`src/hw/rsq_pkg.sv`:
```
package rsq_pkg;
  // ---------------------------------------------------------------
  // timing
  // ---------------------------------------------------------------
  localparam int unsigned CLK_PERIOD_NS = 10;
  localparam int unsigned RELEASE_DLY_CYC = 16;
  localparam int unsigned POR_CYC = 8;
  localparam int unsigned CNT_W = 8;
  localparam logic [CNT_W-1:0] CNT_ZERO = 8'h00;
  localparam logic [CNT_W-1:0] RELEASE_CNT =
    CNT_W'(RELEASE_DLY_CYC);
  localparam logic [CNT_W-1:0] POR_CNT = CNT_W'(POR_CYC);
  // ---------------------------------------------------------------
  // pull-up disable field positions and reset value
  // ---------------------------------------------------------------
  localparam int unsigned PUD_RESET_BIT = 0;
  localparam int unsigned PUD_REQ_BIT = 1;
  localparam logic [1:0] PUD_RST_VAL = 2'h0;
  localparam int unsigned SYNC_STAGES = 3;
  // ---------------------------------------------------------------
  // sequencer states
  // ---------------------------------------------------------------
  typedef enum logic [1:0] {
    RSQ_POR,
    RSQ_HELD,
    RSQ_DELAY,
    RSQ_RUN
  } rsq_state_t;
endpackage : rsq_pkg

```
`src/hw/rsq_req_in.sv`:
```
`timescale 1ns/1ns
// ---------------------------------------------------------------
// one external request input: sync, sense, async path
// ---------------------------------------------------------------
module rsq_req_in
  import rsq_pkg::*;
(
  input wire logic clk_in,
  input wire logic srst_in,
  input wire logic req_n_in,
  input wire logic edge_mode_in,
  input wire logic low_power_in,
  output logic req_out
);
  logic [SYNC_STAGES-1:0] sync_r;
  logic req_s;
  logic req_prev_r;
  logic edge_hit_r;

  // stage 0 feeds stage 1 only; stages 1 and 2 must agree
  always_ff @(posedge clk_in) begin
    if (srst_in) begin
      sync_r <= '1;
    end else begin
      sync_r <= {sync_r[SYNC_STAGES-2:0], req_n_in};
    end
  end

  always_ff @(posedge clk_in) begin
    if (srst_in) begin
      req_prev_r <= 1'b1;
    end else if (sync_r[1] == sync_r[2]) begin
      req_prev_r <= sync_r[2];
    end
  end
  assign req_s = (sync_r[1] == sync_r[2]) ? sync_r[2] : req_prev_r;

  // falling-edge capture, held until the level returns high
  always_ff @(posedge clk_in) begin
    if (srst_in) begin
      edge_hit_r <= 1'b0;
    end else if (req_prev_r && !req_s) begin
      edge_hit_r <= 1'b1;
    end else if (req_s) begin
      edge_hit_r <= 1'b0;
    end
  end

  // low-power path is raw so a stopped clock can still wake us
  always_comb begin
    if (low_power_in) begin
      req_out = !req_n_in;
    end else if (edge_mode_in) begin
      req_out = edge_hit_r;
    end else begin
      req_out = !req_s;
    end
  end

  a_edge_sets: assert property (
    @(posedge clk_in) disable iff (srst_in)
    req_prev_r && !req_s |=> edge_hit_r)
    else $error("edge not captured");
endmodule : rsq_req_in

```
`src/hw/rsq_top.sv`:
```
`timescale 1ns/1ns
// Function
// - low reset input holds device in reset
// - boot strap captured on reset release
// - internal reset drops after fixed clock count
// - power-on reset acts like external reset
// - reset output mirrors internal reset state
// - test logic reset only by test reset or power-on
// - pull-up disable bit switches reset pull-up off
// - requests pass raw in stop and wait
// - requests synchronized in other modes
// - each request level or falling-edge sensed
// - pull-up disable bit switches request pull-ups off
module rsq_top
  import rsq_pkg::*;
#(
  parameter int unsigned RELEASE_DLY = RELEASE_DLY_CYC
)(
  input wire logic CLK_SYS_IN,
  input wire logic SRST_IN,
  input wire logic RESET_N_IN,
  input wire logic TEST_RESET_N_IN,
  input wire logic BOOT_SOURCE_STRAP_IN,
  input wire logic EXT_REQUEST_A_N_IN,
  input wire logic EXT_REQUEST_B_N_IN,
  input wire logic EDGE_MODE_A_IN,
  input wire logic EDGE_MODE_B_IN,
  input wire logic LOW_POWER_IN,
  input wire logic [1:0] PULLUP_DISABLE_IN,
  input wire logic PULLUP_DISABLE_WE_IN,
  output logic RESET_STATE_OUT,
  output logic CHIP_RESET_OUT,
  output logic TEST_RESET_OUT,
  output logic BOOT_EXTERNAL_OUT,
  output logic RESET_PULLUP_EN_OUT,
  output logic REQ_PULLUP_EN_OUT,
  output logic EXT_REQUEST_A_OUT,
  output logic EXT_REQUEST_B_OUT
);
  rsq_state_t state_r;
  logic [SYNC_STAGES-1:0] rst_sync_r;
  logic [SYNC_STAGES-1:0] trst_sync_r;
  logic [SYNC_STAGES-1:0] boot_sync_r;
  logic rst_low_r;
  logic trst_low_r;
  logic boot_lvl_r;
  logic [CNT_W-1:0] cnt_r;
  logic boot_r;
  logic [1:0] pud_r;
  logic int_rst;
  logic [CNT_W-1:0] rel_cnt;

  assign rel_cnt = CNT_W'(RELEASE_DLY);

  // ---------------------------------------------------------------
  // pin synchronizers
  // ---------------------------------------------------------------
  always_ff @(posedge CLK_SYS_IN) begin
    if (SRST_IN) begin
      rst_sync_r <= '0;
      trst_sync_r <= '0;
      boot_sync_r <= '0;
    end else begin
      rst_sync_r <= {rst_sync_r[SYNC_STAGES-2:0], RESET_N_IN};
      trst_sync_r <= {trst_sync_r[SYNC_STAGES-2:0], TEST_RESET_N_IN};
      boot_sync_r <= {boot_sync_r[SYNC_STAGES-2:0], BOOT_SOURCE_STRAP_IN};
    end
  end

  // a change counts once stages 1 and 2 agree
  always_ff @(posedge CLK_SYS_IN) begin
    if (SRST_IN) begin
      rst_low_r <= 1'b1;
      trst_low_r <= 1'b1;
      boot_lvl_r <= 1'b0;
    end else begin
      if (rst_sync_r[1] == rst_sync_r[2]) begin
        rst_low_r <= !rst_sync_r[2];
      end
      if (trst_sync_r[1] == trst_sync_r[2]) begin
        trst_low_r <= !trst_sync_r[2];
      end
      if (boot_sync_r[1] == boot_sync_r[2]) begin
        boot_lvl_r <= boot_sync_r[2];
      end
    end
  end

  // ---------------------------------------------------------------
  // reset sequencer
  // ---------------------------------------------------------------
  // SRST_IN stands for the power-on event
  always_ff @(posedge CLK_SYS_IN) begin
    if (SRST_IN) begin
      state_r <= RSQ_POR;
      cnt_r <= POR_CNT;
    end else begin
      case (state_r)
        RSQ_POR: begin
          if (cnt_r != CNT_ZERO) begin
            cnt_r <= cnt_r - 1'b1;
          end else begin
            state_r <= RSQ_HELD;
          end
        end
        RSQ_HELD: begin
          if (!rst_low_r) begin
            state_r <= RSQ_DELAY;
            cnt_r <= rel_cnt;
          end
        end
        RSQ_DELAY: begin
          if (rst_low_r) begin
            state_r <= RSQ_HELD;
          end else if (cnt_r <= 8'h01) begin
            state_r <= RSQ_RUN;
          end else begin
            cnt_r <= cnt_r - 1'b1;
          end
        end
        RSQ_RUN: begin
          if (rst_low_r) begin
            state_r <= RSQ_HELD;
          end
        end
        default: begin
          state_r <= RSQ_POR;
        end
      endcase
    end
  end

  assign int_rst = (state_r != RSQ_RUN);

  // mode latched at the release edge of the pin
  always_ff @(posedge CLK_SYS_IN) begin
    if (SRST_IN) begin
      boot_r <= 1'b0;
    end else if (state_r == RSQ_HELD && !rst_low_r) begin
      boot_r <= boot_lvl_r;
    end
  end

  // pull-up disable bits are cleared only by power-on
  always_ff @(posedge CLK_SYS_IN) begin
    if (SRST_IN) begin
      pud_r <= PUD_RST_VAL;
    end else if (PULLUP_DISABLE_WE_IN && !int_rst) begin
      pud_r <= PULLUP_DISABLE_IN;
    end
  end

  // ---------------------------------------------------------------
  // outputs
  // ---------------------------------------------------------------
  always_ff @(posedge CLK_SYS_IN) begin
    if (SRST_IN) begin
      RESET_STATE_OUT <= 1'b1;
      CHIP_RESET_OUT <= 1'b1;
      TEST_RESET_OUT <= 1'b1;
    end else begin
      RESET_STATE_OUT <= int_rst;
      CHIP_RESET_OUT <= int_rst;
      TEST_RESET_OUT <= trst_low_r;
    end
  end

  assign BOOT_EXTERNAL_OUT = boot_r;
  assign RESET_PULLUP_EN_OUT = !pud_r[PUD_RESET_BIT];
  assign REQ_PULLUP_EN_OUT = !pud_r[PUD_REQ_BIT];

  // ---------------------------------------------------------------
  // request inputs
  // ---------------------------------------------------------------
  rsq_req_in u_req_a (
    .clk_in(CLK_SYS_IN),
    .srst_in(SRST_IN),
    .req_n_in(EXT_REQUEST_A_N_IN),
    .edge_mode_in(EDGE_MODE_A_IN),
    .low_power_in(LOW_POWER_IN),
    .req_out(EXT_REQUEST_A_OUT)
  );

  rsq_req_in u_req_b (
    .clk_in(CLK_SYS_IN),
    .srst_in(SRST_IN),
    .req_n_in(EXT_REQUEST_B_N_IN),
    .edge_mode_in(EDGE_MODE_B_IN),
    .low_power_in(LOW_POWER_IN),
    .req_out(EXT_REQUEST_B_OUT)
  );

  // ---------------------------------------------------------------
  // checks
  // ---------------------------------------------------------------
  a_held_in_reset: assert property (
    @(posedge CLK_SYS_IN) disable iff (SRST_IN)
    rst_low_r |=> ##1 CHIP_RESET_OUT)
    else $error("chip reset dropped while pin low");
  a_boot_latched: assert property (
    @(posedge CLK_SYS_IN) disable iff (SRST_IN)
    state_r == RSQ_HELD && !rst_low_r |=> boot_r == $past(boot_lvl_r))
    else $error("boot mode not latched");
  // release exactly one full delay count after leaving the held state
  a_release_delay: assert property (
    @(posedge CLK_SYS_IN) disable iff (SRST_IN)
    $rose(state_r == RSQ_RUN) |->
      $past(state_r) == RSQ_DELAY &&
      $past(state_r, RELEASE_DLY) == RSQ_DELAY &&
      $past(state_r, RELEASE_DLY + 1) == RSQ_HELD)
    else $error("reset released without delay");
  a_por_holds: assert property (
    @(posedge CLK_SYS_IN)
    $fell(SRST_IN) |-> CHIP_RESET_OUT [*8])
    else $error("power-on reset too short");
  a_out_mirror: assert property (
    @(posedge CLK_SYS_IN) disable iff (SRST_IN)
    1'b1 |=> RESET_STATE_OUT == ($past(state_r) != RSQ_RUN) &&
      CHIP_RESET_OUT == RESET_STATE_OUT)
    else $error("reset output differs from internal");
  a_test_alone: assert property (
    @(posedge CLK_SYS_IN) disable iff (SRST_IN)
    !trst_low_r |=> !TEST_RESET_OUT)
    else $error("test logic reset without test reset");
  a_pullup_rst: assert property (
    @(posedge CLK_SYS_IN) disable iff (SRST_IN)
    PULLUP_DISABLE_WE_IN && !int_rst |=>
      RESET_PULLUP_EN_OUT == !$past(PULLUP_DISABLE_IN[PUD_RESET_BIT]))
    else $error("reset pull-up not following write");
  a_pud_refused: assert property (
    @(posedge CLK_SYS_IN) disable iff (SRST_IN)
    int_rst |=> $stable(pud_r))
    else $error("pull-up write taken during reset");
  a_lowpower_raw: assert property (
    @(posedge CLK_SYS_IN) disable iff (SRST_IN)
    LOW_POWER_IN |-> EXT_REQUEST_A_OUT == !EXT_REQUEST_A_N_IN)
    else $error("low-power request not raw");
  a_pullup_req: assert property (
    @(posedge CLK_SYS_IN) disable iff (SRST_IN)
    PULLUP_DISABLE_WE_IN && !int_rst |=>
      REQ_PULLUP_EN_OUT == !$past(PULLUP_DISABLE_IN[PUD_REQ_BIT]))
    else $error("request pull-up not following write");

  c_release: cover property (@(posedge CLK_SYS_IN) $fell(CHIP_RESET_OUT));
  c_boot_ext: cover property (@(posedge CLK_SYS_IN) $rose(boot_r));
  c_req_edge: cover property (@(posedge CLK_SYS_IN)
    EDGE_MODE_A_IN && $rose(EXT_REQUEST_A_OUT));
endmodule : rsq_top

```
`config.mk`:
```
export PLATFORM = sky130hd
export DESIGN_NAME = rsq_top
export DESIGN_NICKNAME = d
export VERILOG_FILES = /design/src/hw/rsq_pkg.sv /design/src/hw/rsq_req_in.sv /design/src/hw/rsq_top.sv
export SDC_FILE = /design/constraint.sdc
export NUM_CORES = 1
export LEC_CHECK = 0
export ABC_AREA = 1
export BUFFER_PORTS_ARGS = -buffer_cell sky130_fd_sc_hd__buf_2
export CAP_MARGIN = 20
export CORE_MARGIN = 2
export CORE_UTILIZATION = 56
export CTS_CLUSTER_DIAMETER = 100
export DETAILED_ROUTE_END_ITERATION = 10
export PLACE_DENSITY = 0.77
export SYNTH_ARGS = -nofsm -noshare
export SYNTH_HDL_FRONTEND = slang
export SYNTH_SLANG_ARGS = --single-unit
```
`constraint.sdc`:
```
create_clock -name CLK_SYS_IN -period 1.9 [get_ports CLK_SYS_IN]
set_clock_uncertainty 0.05 [all_clocks]
set_input_delay 0.095 -clock CLK_SYS_IN [delete_from_list [all_inputs] [get_ports CLK_SYS_IN]]
set_output_delay 0.095 -clock CLK_SYS_IN [all_outputs]
set_load 0.005 [all_outputs]
```
==> flow_summary_export.csv, run 1 <==
group,metric,value,unit
global_route,grt_antenna_before_repair,0,
synthesis,avgSynthCellArea,7.90,um^2
clocking,cts_post_setup_buffers_inserted,0,
synthesis,synthesis.area,1670,um^2
die,dieArea,3430,um^2
sta,fin_crit_sh,0.872,
hold_path,hp-class,"in2reg",
job,cap_viol_max_count,0,
power_and_ir_drop,power_frac_seq,0.409,
power_and_ir_drop,power.internal,1.39,mW
power_and_ir_drop,sw_frac_of_total,0.402,
synthesis,synth_top_cell_by_area,"dfxtp_1",
synthesis,synth_nets,232,
synthesis,synth_top_area_frac,0.444,
setup_path,path_depth,10,
synthesis,yosysMostFrequentCell,"dfxtp_1",
layout,drive_gt1_frac,0.224,
setup_path,worstPathArrival,1.81,ns
layout,insertedDiodeCount,0,
clocking,clock-sinks,37,
setup_path,max_stage_delay,0.40,ns
synthesis,ys.warnings.count,0,
die,num_io_pins,21,
clocking,path_clk_slew,0.11,ns
setup_path,critical_path.max_fanout,9,
place,routabilityCongestion,0.788,
sta,tns,0,ns
die,fp.dieW,58.6,um
route,vias,1309,
sta,finalHoldViolCount,0,
power_and_ir_drop,clkPwrFrac,0.161,
setup_path,path_buf_inv,2,
layout,fill_cells,250,
clocking,numCtsBuffers,5,
place,port_buffers,20,
clocking,htree_levels,2,
synthesis,synth_ff_type,"dfxtp_1",
global_route,overflow,0,
sta,worst_slew_pin_slew,0.473,ns
synthesis,synth_cell_types,30,
global_route,grt_pass1_wl,4810,um
synthesis,synth_common_cells,"37 x dfxtp_1, 36 x nand2_1, 31 x nor2_1",
hold_path,hold_path_depth,3,
route,ant_nets,0,
synthesis,synth-edff-count,0,
clocking,cts_tree,"done",
place,place_inst,258,
global_route,grt_max_degree,28,
setup_path,crit_slowest_cell,"dfxtp_1",
route,drtPass1Iterations,4,
power_and_ir_drop,peakVddDrop,854,uV
synthesis,synth_seq_cells,37,
synthesis,yosys-top-cells-area,"dfxtp_1 44%, nand2_1 8.1%, nor2_1 7.0%",
die,initial_core_util,0.599,
sta,rsz0062_at_grt,"no",
setup_path,crit_type,"reg2reg",
layout,multi_input_area,795,um^2
route,drt_wl_total,2840,um
die,row_count,19,
place,hpwl,2040,um
synthesis,ys_seq_area_frac,0.444,
die,fp.coreArea,2780,um^2
route,dr.first_iter.drc_count,28,
synthesis,async_reset_ff_frac,0,
global_route,grt_pass1_vias,1190,
setup_path,end_kind,"register",
sta,slew_headroom,0.684,
clocking,clock_path_buffers,2,
power_and_ir_drop,powerDensity,1220,nW/um^2
power_and_ir_drop,power_switching,0.933,mW
clocking,insertion_delay,0.32,ns
sta,whs,0.00874,ns
layout,area_delta_synth_final,13.9,%
sta,slew_viol_final,0,
clocking,root_buffer,"clkbuf_4",
sta,max_freq,603,MHz
power_and_ir_drop,report.power.total,2.32,mW
setup_path,start_kind,"register",
route,wl_per_cell,10.4,um
layout,layout.nets,261,
power_and_ir_drop,p_leak,0.854,nW
sta,fin_crit,1.66,ns
setup_path,cp_top_family,"flip-flops",
setup_path,required,2.05,ns
sta,finalSetupViolCount,0,
synthesis,syn_inst,211,
layout,instances_no_fill,272,
route,routed_via_density,4.81,
power_and_ir_drop,p_comb_frac,0.430,
setup_path,worst-r2r-setup-slack,0.24,ns
global_route,grt_usage,0.186,
layout,utilization,0.682,
die,die_h,58.6,um
route,drc,0,
status,status,"completed",
setup_path,reg2reg_depth,10,
clocking,cts_resized,0,
setup_path,crit_chain,"inv_1 -> ha_1 -> inv_1 -> nand2_1 -> a21oi_2 -> a21oi_4 -> nand2_4 -> nand2_1 -> o21ai_1 -> nor2_1",
layout,seq_area,741,um^2
==> path summary, 6_finish.rpt <==
| check | startpoint | endpoint |
|---|---|---|
| max reg2reg | state_r[0] | cnt_r[1] |
| min | PULLUP_DISABLE_IN[0] | pud_r[0] |
| max | state_r[0] | cnt_r[1] |
| min reg2reg | boot_sync_r[0] | boot_sync_r[1] |
==> metrics by stage <==
step / instance area, um^2 / setup slack, ns
after floorplan: 1670 / 0.403
after global placement: 1790 / 0.299
after detailed placement: 1790 / 0.268
after CTS: 1900 / 0.245
after global routing: 1900 / 0.0736
final: 1900 / 0.243
==> power by group through the flow <==
stage          clock network [mW]  logic [mW]  registers [mW]
2_1_floorplan                   0       0.810           0.949
5_1_grt                     0.423        1.14           0.966
4_1_cts                     0.389        1.00           0.949
6_report                    0.374       0.997           0.950
3_5_place_dp                    0       0.985           0.966
3_3_place_gp                    0       0.967           0.965
==> registers in the layout, summed over array words and instances, names as in the netlist, 2 cells and up <==
| register | cells |
|---|---|
| boot_sync_r | 3 |
| cnt_r | 8 |
| pud_r | 2 |
| rst_sync_r | 3 |
| state_r | 2 |
| trst_sync_r | 3 |
| u_req_a.sync_r | 3 |
| u_req_b.sync_r | 3 |
==> routing by layer <==
metal,routed length [um],global-route usage
met1,1380,0.211
met2,1360,0.321
met3,86,0.0571
met4,18,0.0797
met5,0,0
==> kinds of logic (layout without fill, tap and decap cells) <==
family,Yosys count,after routing,share of synthesized area
adders and majority gates,12,12,0.0841
AOI/OAI and AO/OA,27,27,0.102
DFF,37,37,0.444
and+or+nand+nor,99,99,0.274
buffers and inverters,33,63,0.0788
xor gates and xnor gates,2,2,0.0105
muxes,1,1,0.00601
==> final cells by class <==
type	count	area share
Clock buffer	6	0.0218
Multi-Input combinational cell	141	0.419
Inverter	28	0.0554
Clock inverter	2	0.00527
Sequential cell	37	0.390
Tap cell	31	0.0204
Timing Repair Buffer	27	0.0883
==> timing repair <==
action / 4_1_cts / 5_1_grt
hold buffers: 6 / 0
endpoints found under the hold margin: 6 / 0
setup endpoints to repair: 0 / 0
==> tightest hold or removal path, cell delays in order <==
cell,delay [ns]
buf_2,0.07
o21ai_0,0.07
a21oi_1,0.11
==> placed cells by master, fill, tap and decap left out, types with 2 or more instances in the layout <==
cell type | Yosys | layout
dfxtp_1 | 37 | 37
nand2_1 | 36 | 36
nor2_1 | 31 | 31
inv_1 | 27 | 27
buf_2 | 0 | 20
a21oi_1 | 10 | 10
nand3_1 | 8 | 8
or2_2 | 8 | 8
ha_1 | 8 | 8
o21ai_0 | 7 | 7
dlygate4sd3_1 | 0 | 6
clkbuf_4 | 0 | 5
maj3_1 | 4 | 4
nand2_2 | 4 | 4
nor2_2 | 4 | 4
a21oi_2 | 4 | 4
a21boi_0 | 2 | 2
nand4_1 | 2 | 2
o21ai_1 | 2 | 2
clkinv_2 | 0 | 2
No activity file was read; power rests on OpenSTA's default activity.
==> run 2: changes to the inputs <==
- CORE_ASPECT_RATIO: not set -> 1.4
- CORE_MARGIN: 2 -> not set
- SKIP_CTS_REPAIR_TIMING: not set -> 1
==> run 2 against run 1 <==
  * Power up 14%
  * Flip-flop and latch count unchanged
  * Sequential power hardly changed
  * Cell count grew 2.2%
  * Maximum frequency increased by 1.6%
  * First-iteration DRC count decreased by 57%
  * Worst setup slack improved by 0.025 ns
  * Largest power group unchanged
  * Highest routed layer unchanged
==> flow_summary_export.csv, run 2 (same netlist as run 1, synthesis figures left out) <==
group,metric,value,unit
place,port_buffers,20,
route,wl_per_cell,10.4,um
route,drt_wl_total,2890,um
power_and_ir_drop,peakVddDrop,781,uV
clocking,numCtsBuffers,5,
global_route,grt_antenna_before_repair,0,
setup_path,reg2reg_to,"cnt_r[1]",
setup_path,worst-r2r-setup-slack,0.28,ns
layout,insertedDiodeCount,0,
route,ant_nets,0,
route,routed_via_density,4.76,
place,routabilityCongestion,0.904,
global_route,grt_max_degree,28,
setup_path,crit_slowest_cell,"maj3_1",
setup_path,reg2reg_depth,9,
clocking,path_clk_slew,0.07,ns
layout,area_delta_synth_final,18.1,%
setup_path,crit_start,"u_req_b.req_prev_r",
clocking,clock_path_buffers,2,
die,die_h,66.6,um
sta,tns,0,ns
layout,drive_gt1_frac,0.228,
global_route,grt_pass1_wl,4470,um
layout,largest_reg_flops,8,
die,fp.coreArea,2850,um^2
route,drc,0,
power_and_ir_drop,powerDensity,1340,nW/um^2
layout,top_register,"cnt_r",
clocking,root_buffer,"clkbuf_8",
clocking,insertion_delay,0.28,ns
die,num_io_pins,21,
setup_path,end_kind,"output pin",
layout,layout.nets,261,
power_and_ir_drop,p_leak,0.881,nW
job,cap_viol_max_count,0,
setup_path,worstPathArrival,1.49,ns
die,dieArea,3200,um^2
setup_path,required,1.75,ns
sta,fin_crit,1.63,ns
sta,finalSetupViolCount,0,
layout,mostFrequentLayoutCell,"dfxtp_1",
setup_path,cp_top_family,"compound AO/OA/AOI/OAI gates",
sta,max_freq,613,MHz
place,place_inst,265,
setup_path,max_stage_delay,0.36,ns
clocking,clock-sinks,37,
global_route,overflow,0,
sta,whs,0.0324,ns
sta,worst_slew_pin_slew,0.466,ns
setup_path,path_buf_inv,1,
setup_path,crit_chain,"maj3_1 -> o21ai_0 -> a21boi_0 -> buf_2",
route,vias,1324,
die,fp.dieW,48.1,um
route,dr.first_iter.drc_count,12,
sta,finalHoldViolCount,0,
sta,slew_viol_final,0,
hold_path,hold_path_depth,3,
clocking,cts_tree,"done",
sta,rsz0062_at_grt,"no",
setup_path,critical_path.max_fanout,2,
setup_path,r2r_start,"state_r[1]",
hold_path,hp-class,"in2reg",
sta,fin_crit_sh,0.859,
layout,instances_no_fill,278,
layout,utilization,0.691,
global_route,grt_pass1_vias,1101,
setup_path,crit_type,"reg2out",
hold_path,min_to,"pud_r[1]",
die,row_count,23,
hold_path,worstHoldStart,"PULLUP_DISABLE_IN[1]",
sta,slew_headroom,0.689,
global_route,grt_usage,0.200,
status,status,"completed",
route,drtPass1Iterations,4,
power_and_ir_drop,report.power.total,2.64,mW
place,hpwl,2080,um
die,initial_core_util,0.585,
clocking,htree_levels,2,
layout,layout_common_cells,"37 x dfxtp_1, 36 x nand2_1, 31 x nor2_1, 27 x inv_1, 20 x buf_2",
setup_path,start_kind,"register",
==> run 2: cell types whose count changed in the layout (fill, tap and decap cells not counted) <==
cell           delta
dlygate4sd3_1     -1
clkinv_2          -2
buf_4             +1
bufinv_16         +1
clkbuf_8          +6
clkbuf_4          -5
==> run 2: metrics by stage <==
step                setup WS [ns]  cell area (um^2)
detailed placement          0.307              1800
finish                      0.268              1970
CTS                         0.245              1920
global route               0.0821              1970
global placement            0.326              1800
floorplan                   0.403              1670
==> run 2: worst reg2reg max path, cell delays in order (launching register included) <==
cell and delay [ns]:
dfxtp_1 0.34, inv_1 0.14, ha_1 0.25, inv_2 0.09, nor2_2 0.12, a21oi_2 0.07, a21oi_4 0.17, nand2_4 0.11
o21ai_1 0.13, nor2_1 0.04
==> run 2: layout make-up <==
type | instances | area [um^2]
Clock buffer | 7 | 86.3
Clock inverter | 1 | 30.0
Fill cell | 252 | 881
Inverter | 28 | 105
Multi-Input combinational cell | 141 | 795
Sequential cell | 37 | 741
Tap cell | 37 | 46.3
Timing Repair Buffer | 27 | 165
==> run 2: worst max-delay path by stage <==
stage                     cells after the start  slack (ns)                end
after floorplan                              11        0.40           cnt_r[1]
after global placement                       11        0.33           cnt_r[7]
after detailed placement                     10        0.31           cnt_r[1]
after CTS                                     4        0.24  EXT_REQUEST_B_OUT
after global routing                          4        0.08  EXT_REQUEST_B_OUT
final                                         4        0.27  EXT_REQUEST_B_OUT
==> run 2: report_power, final <==
group / total [mW] / leakage (nW) / switching, mW / internal, mW
combinational: 0.992 / 0.520 / 0.600 / 0.392
sequential: 0.953 / 0.303 / 0.0881 / 0.865
clock: 0.690 / 0.0585 / 0.263 / 0.428
==> run 2: layer usage <==
layer	part of all wire	up-vias	routed length, um	GRT usage
met2	0.52	22	1510	0.343
met1	0.43	583	1240	0.205
met5	0	-	0	0
met3	0.030	7	88	0.0623
met4	0.017	0	48	0.104
li1	-	712	-	-
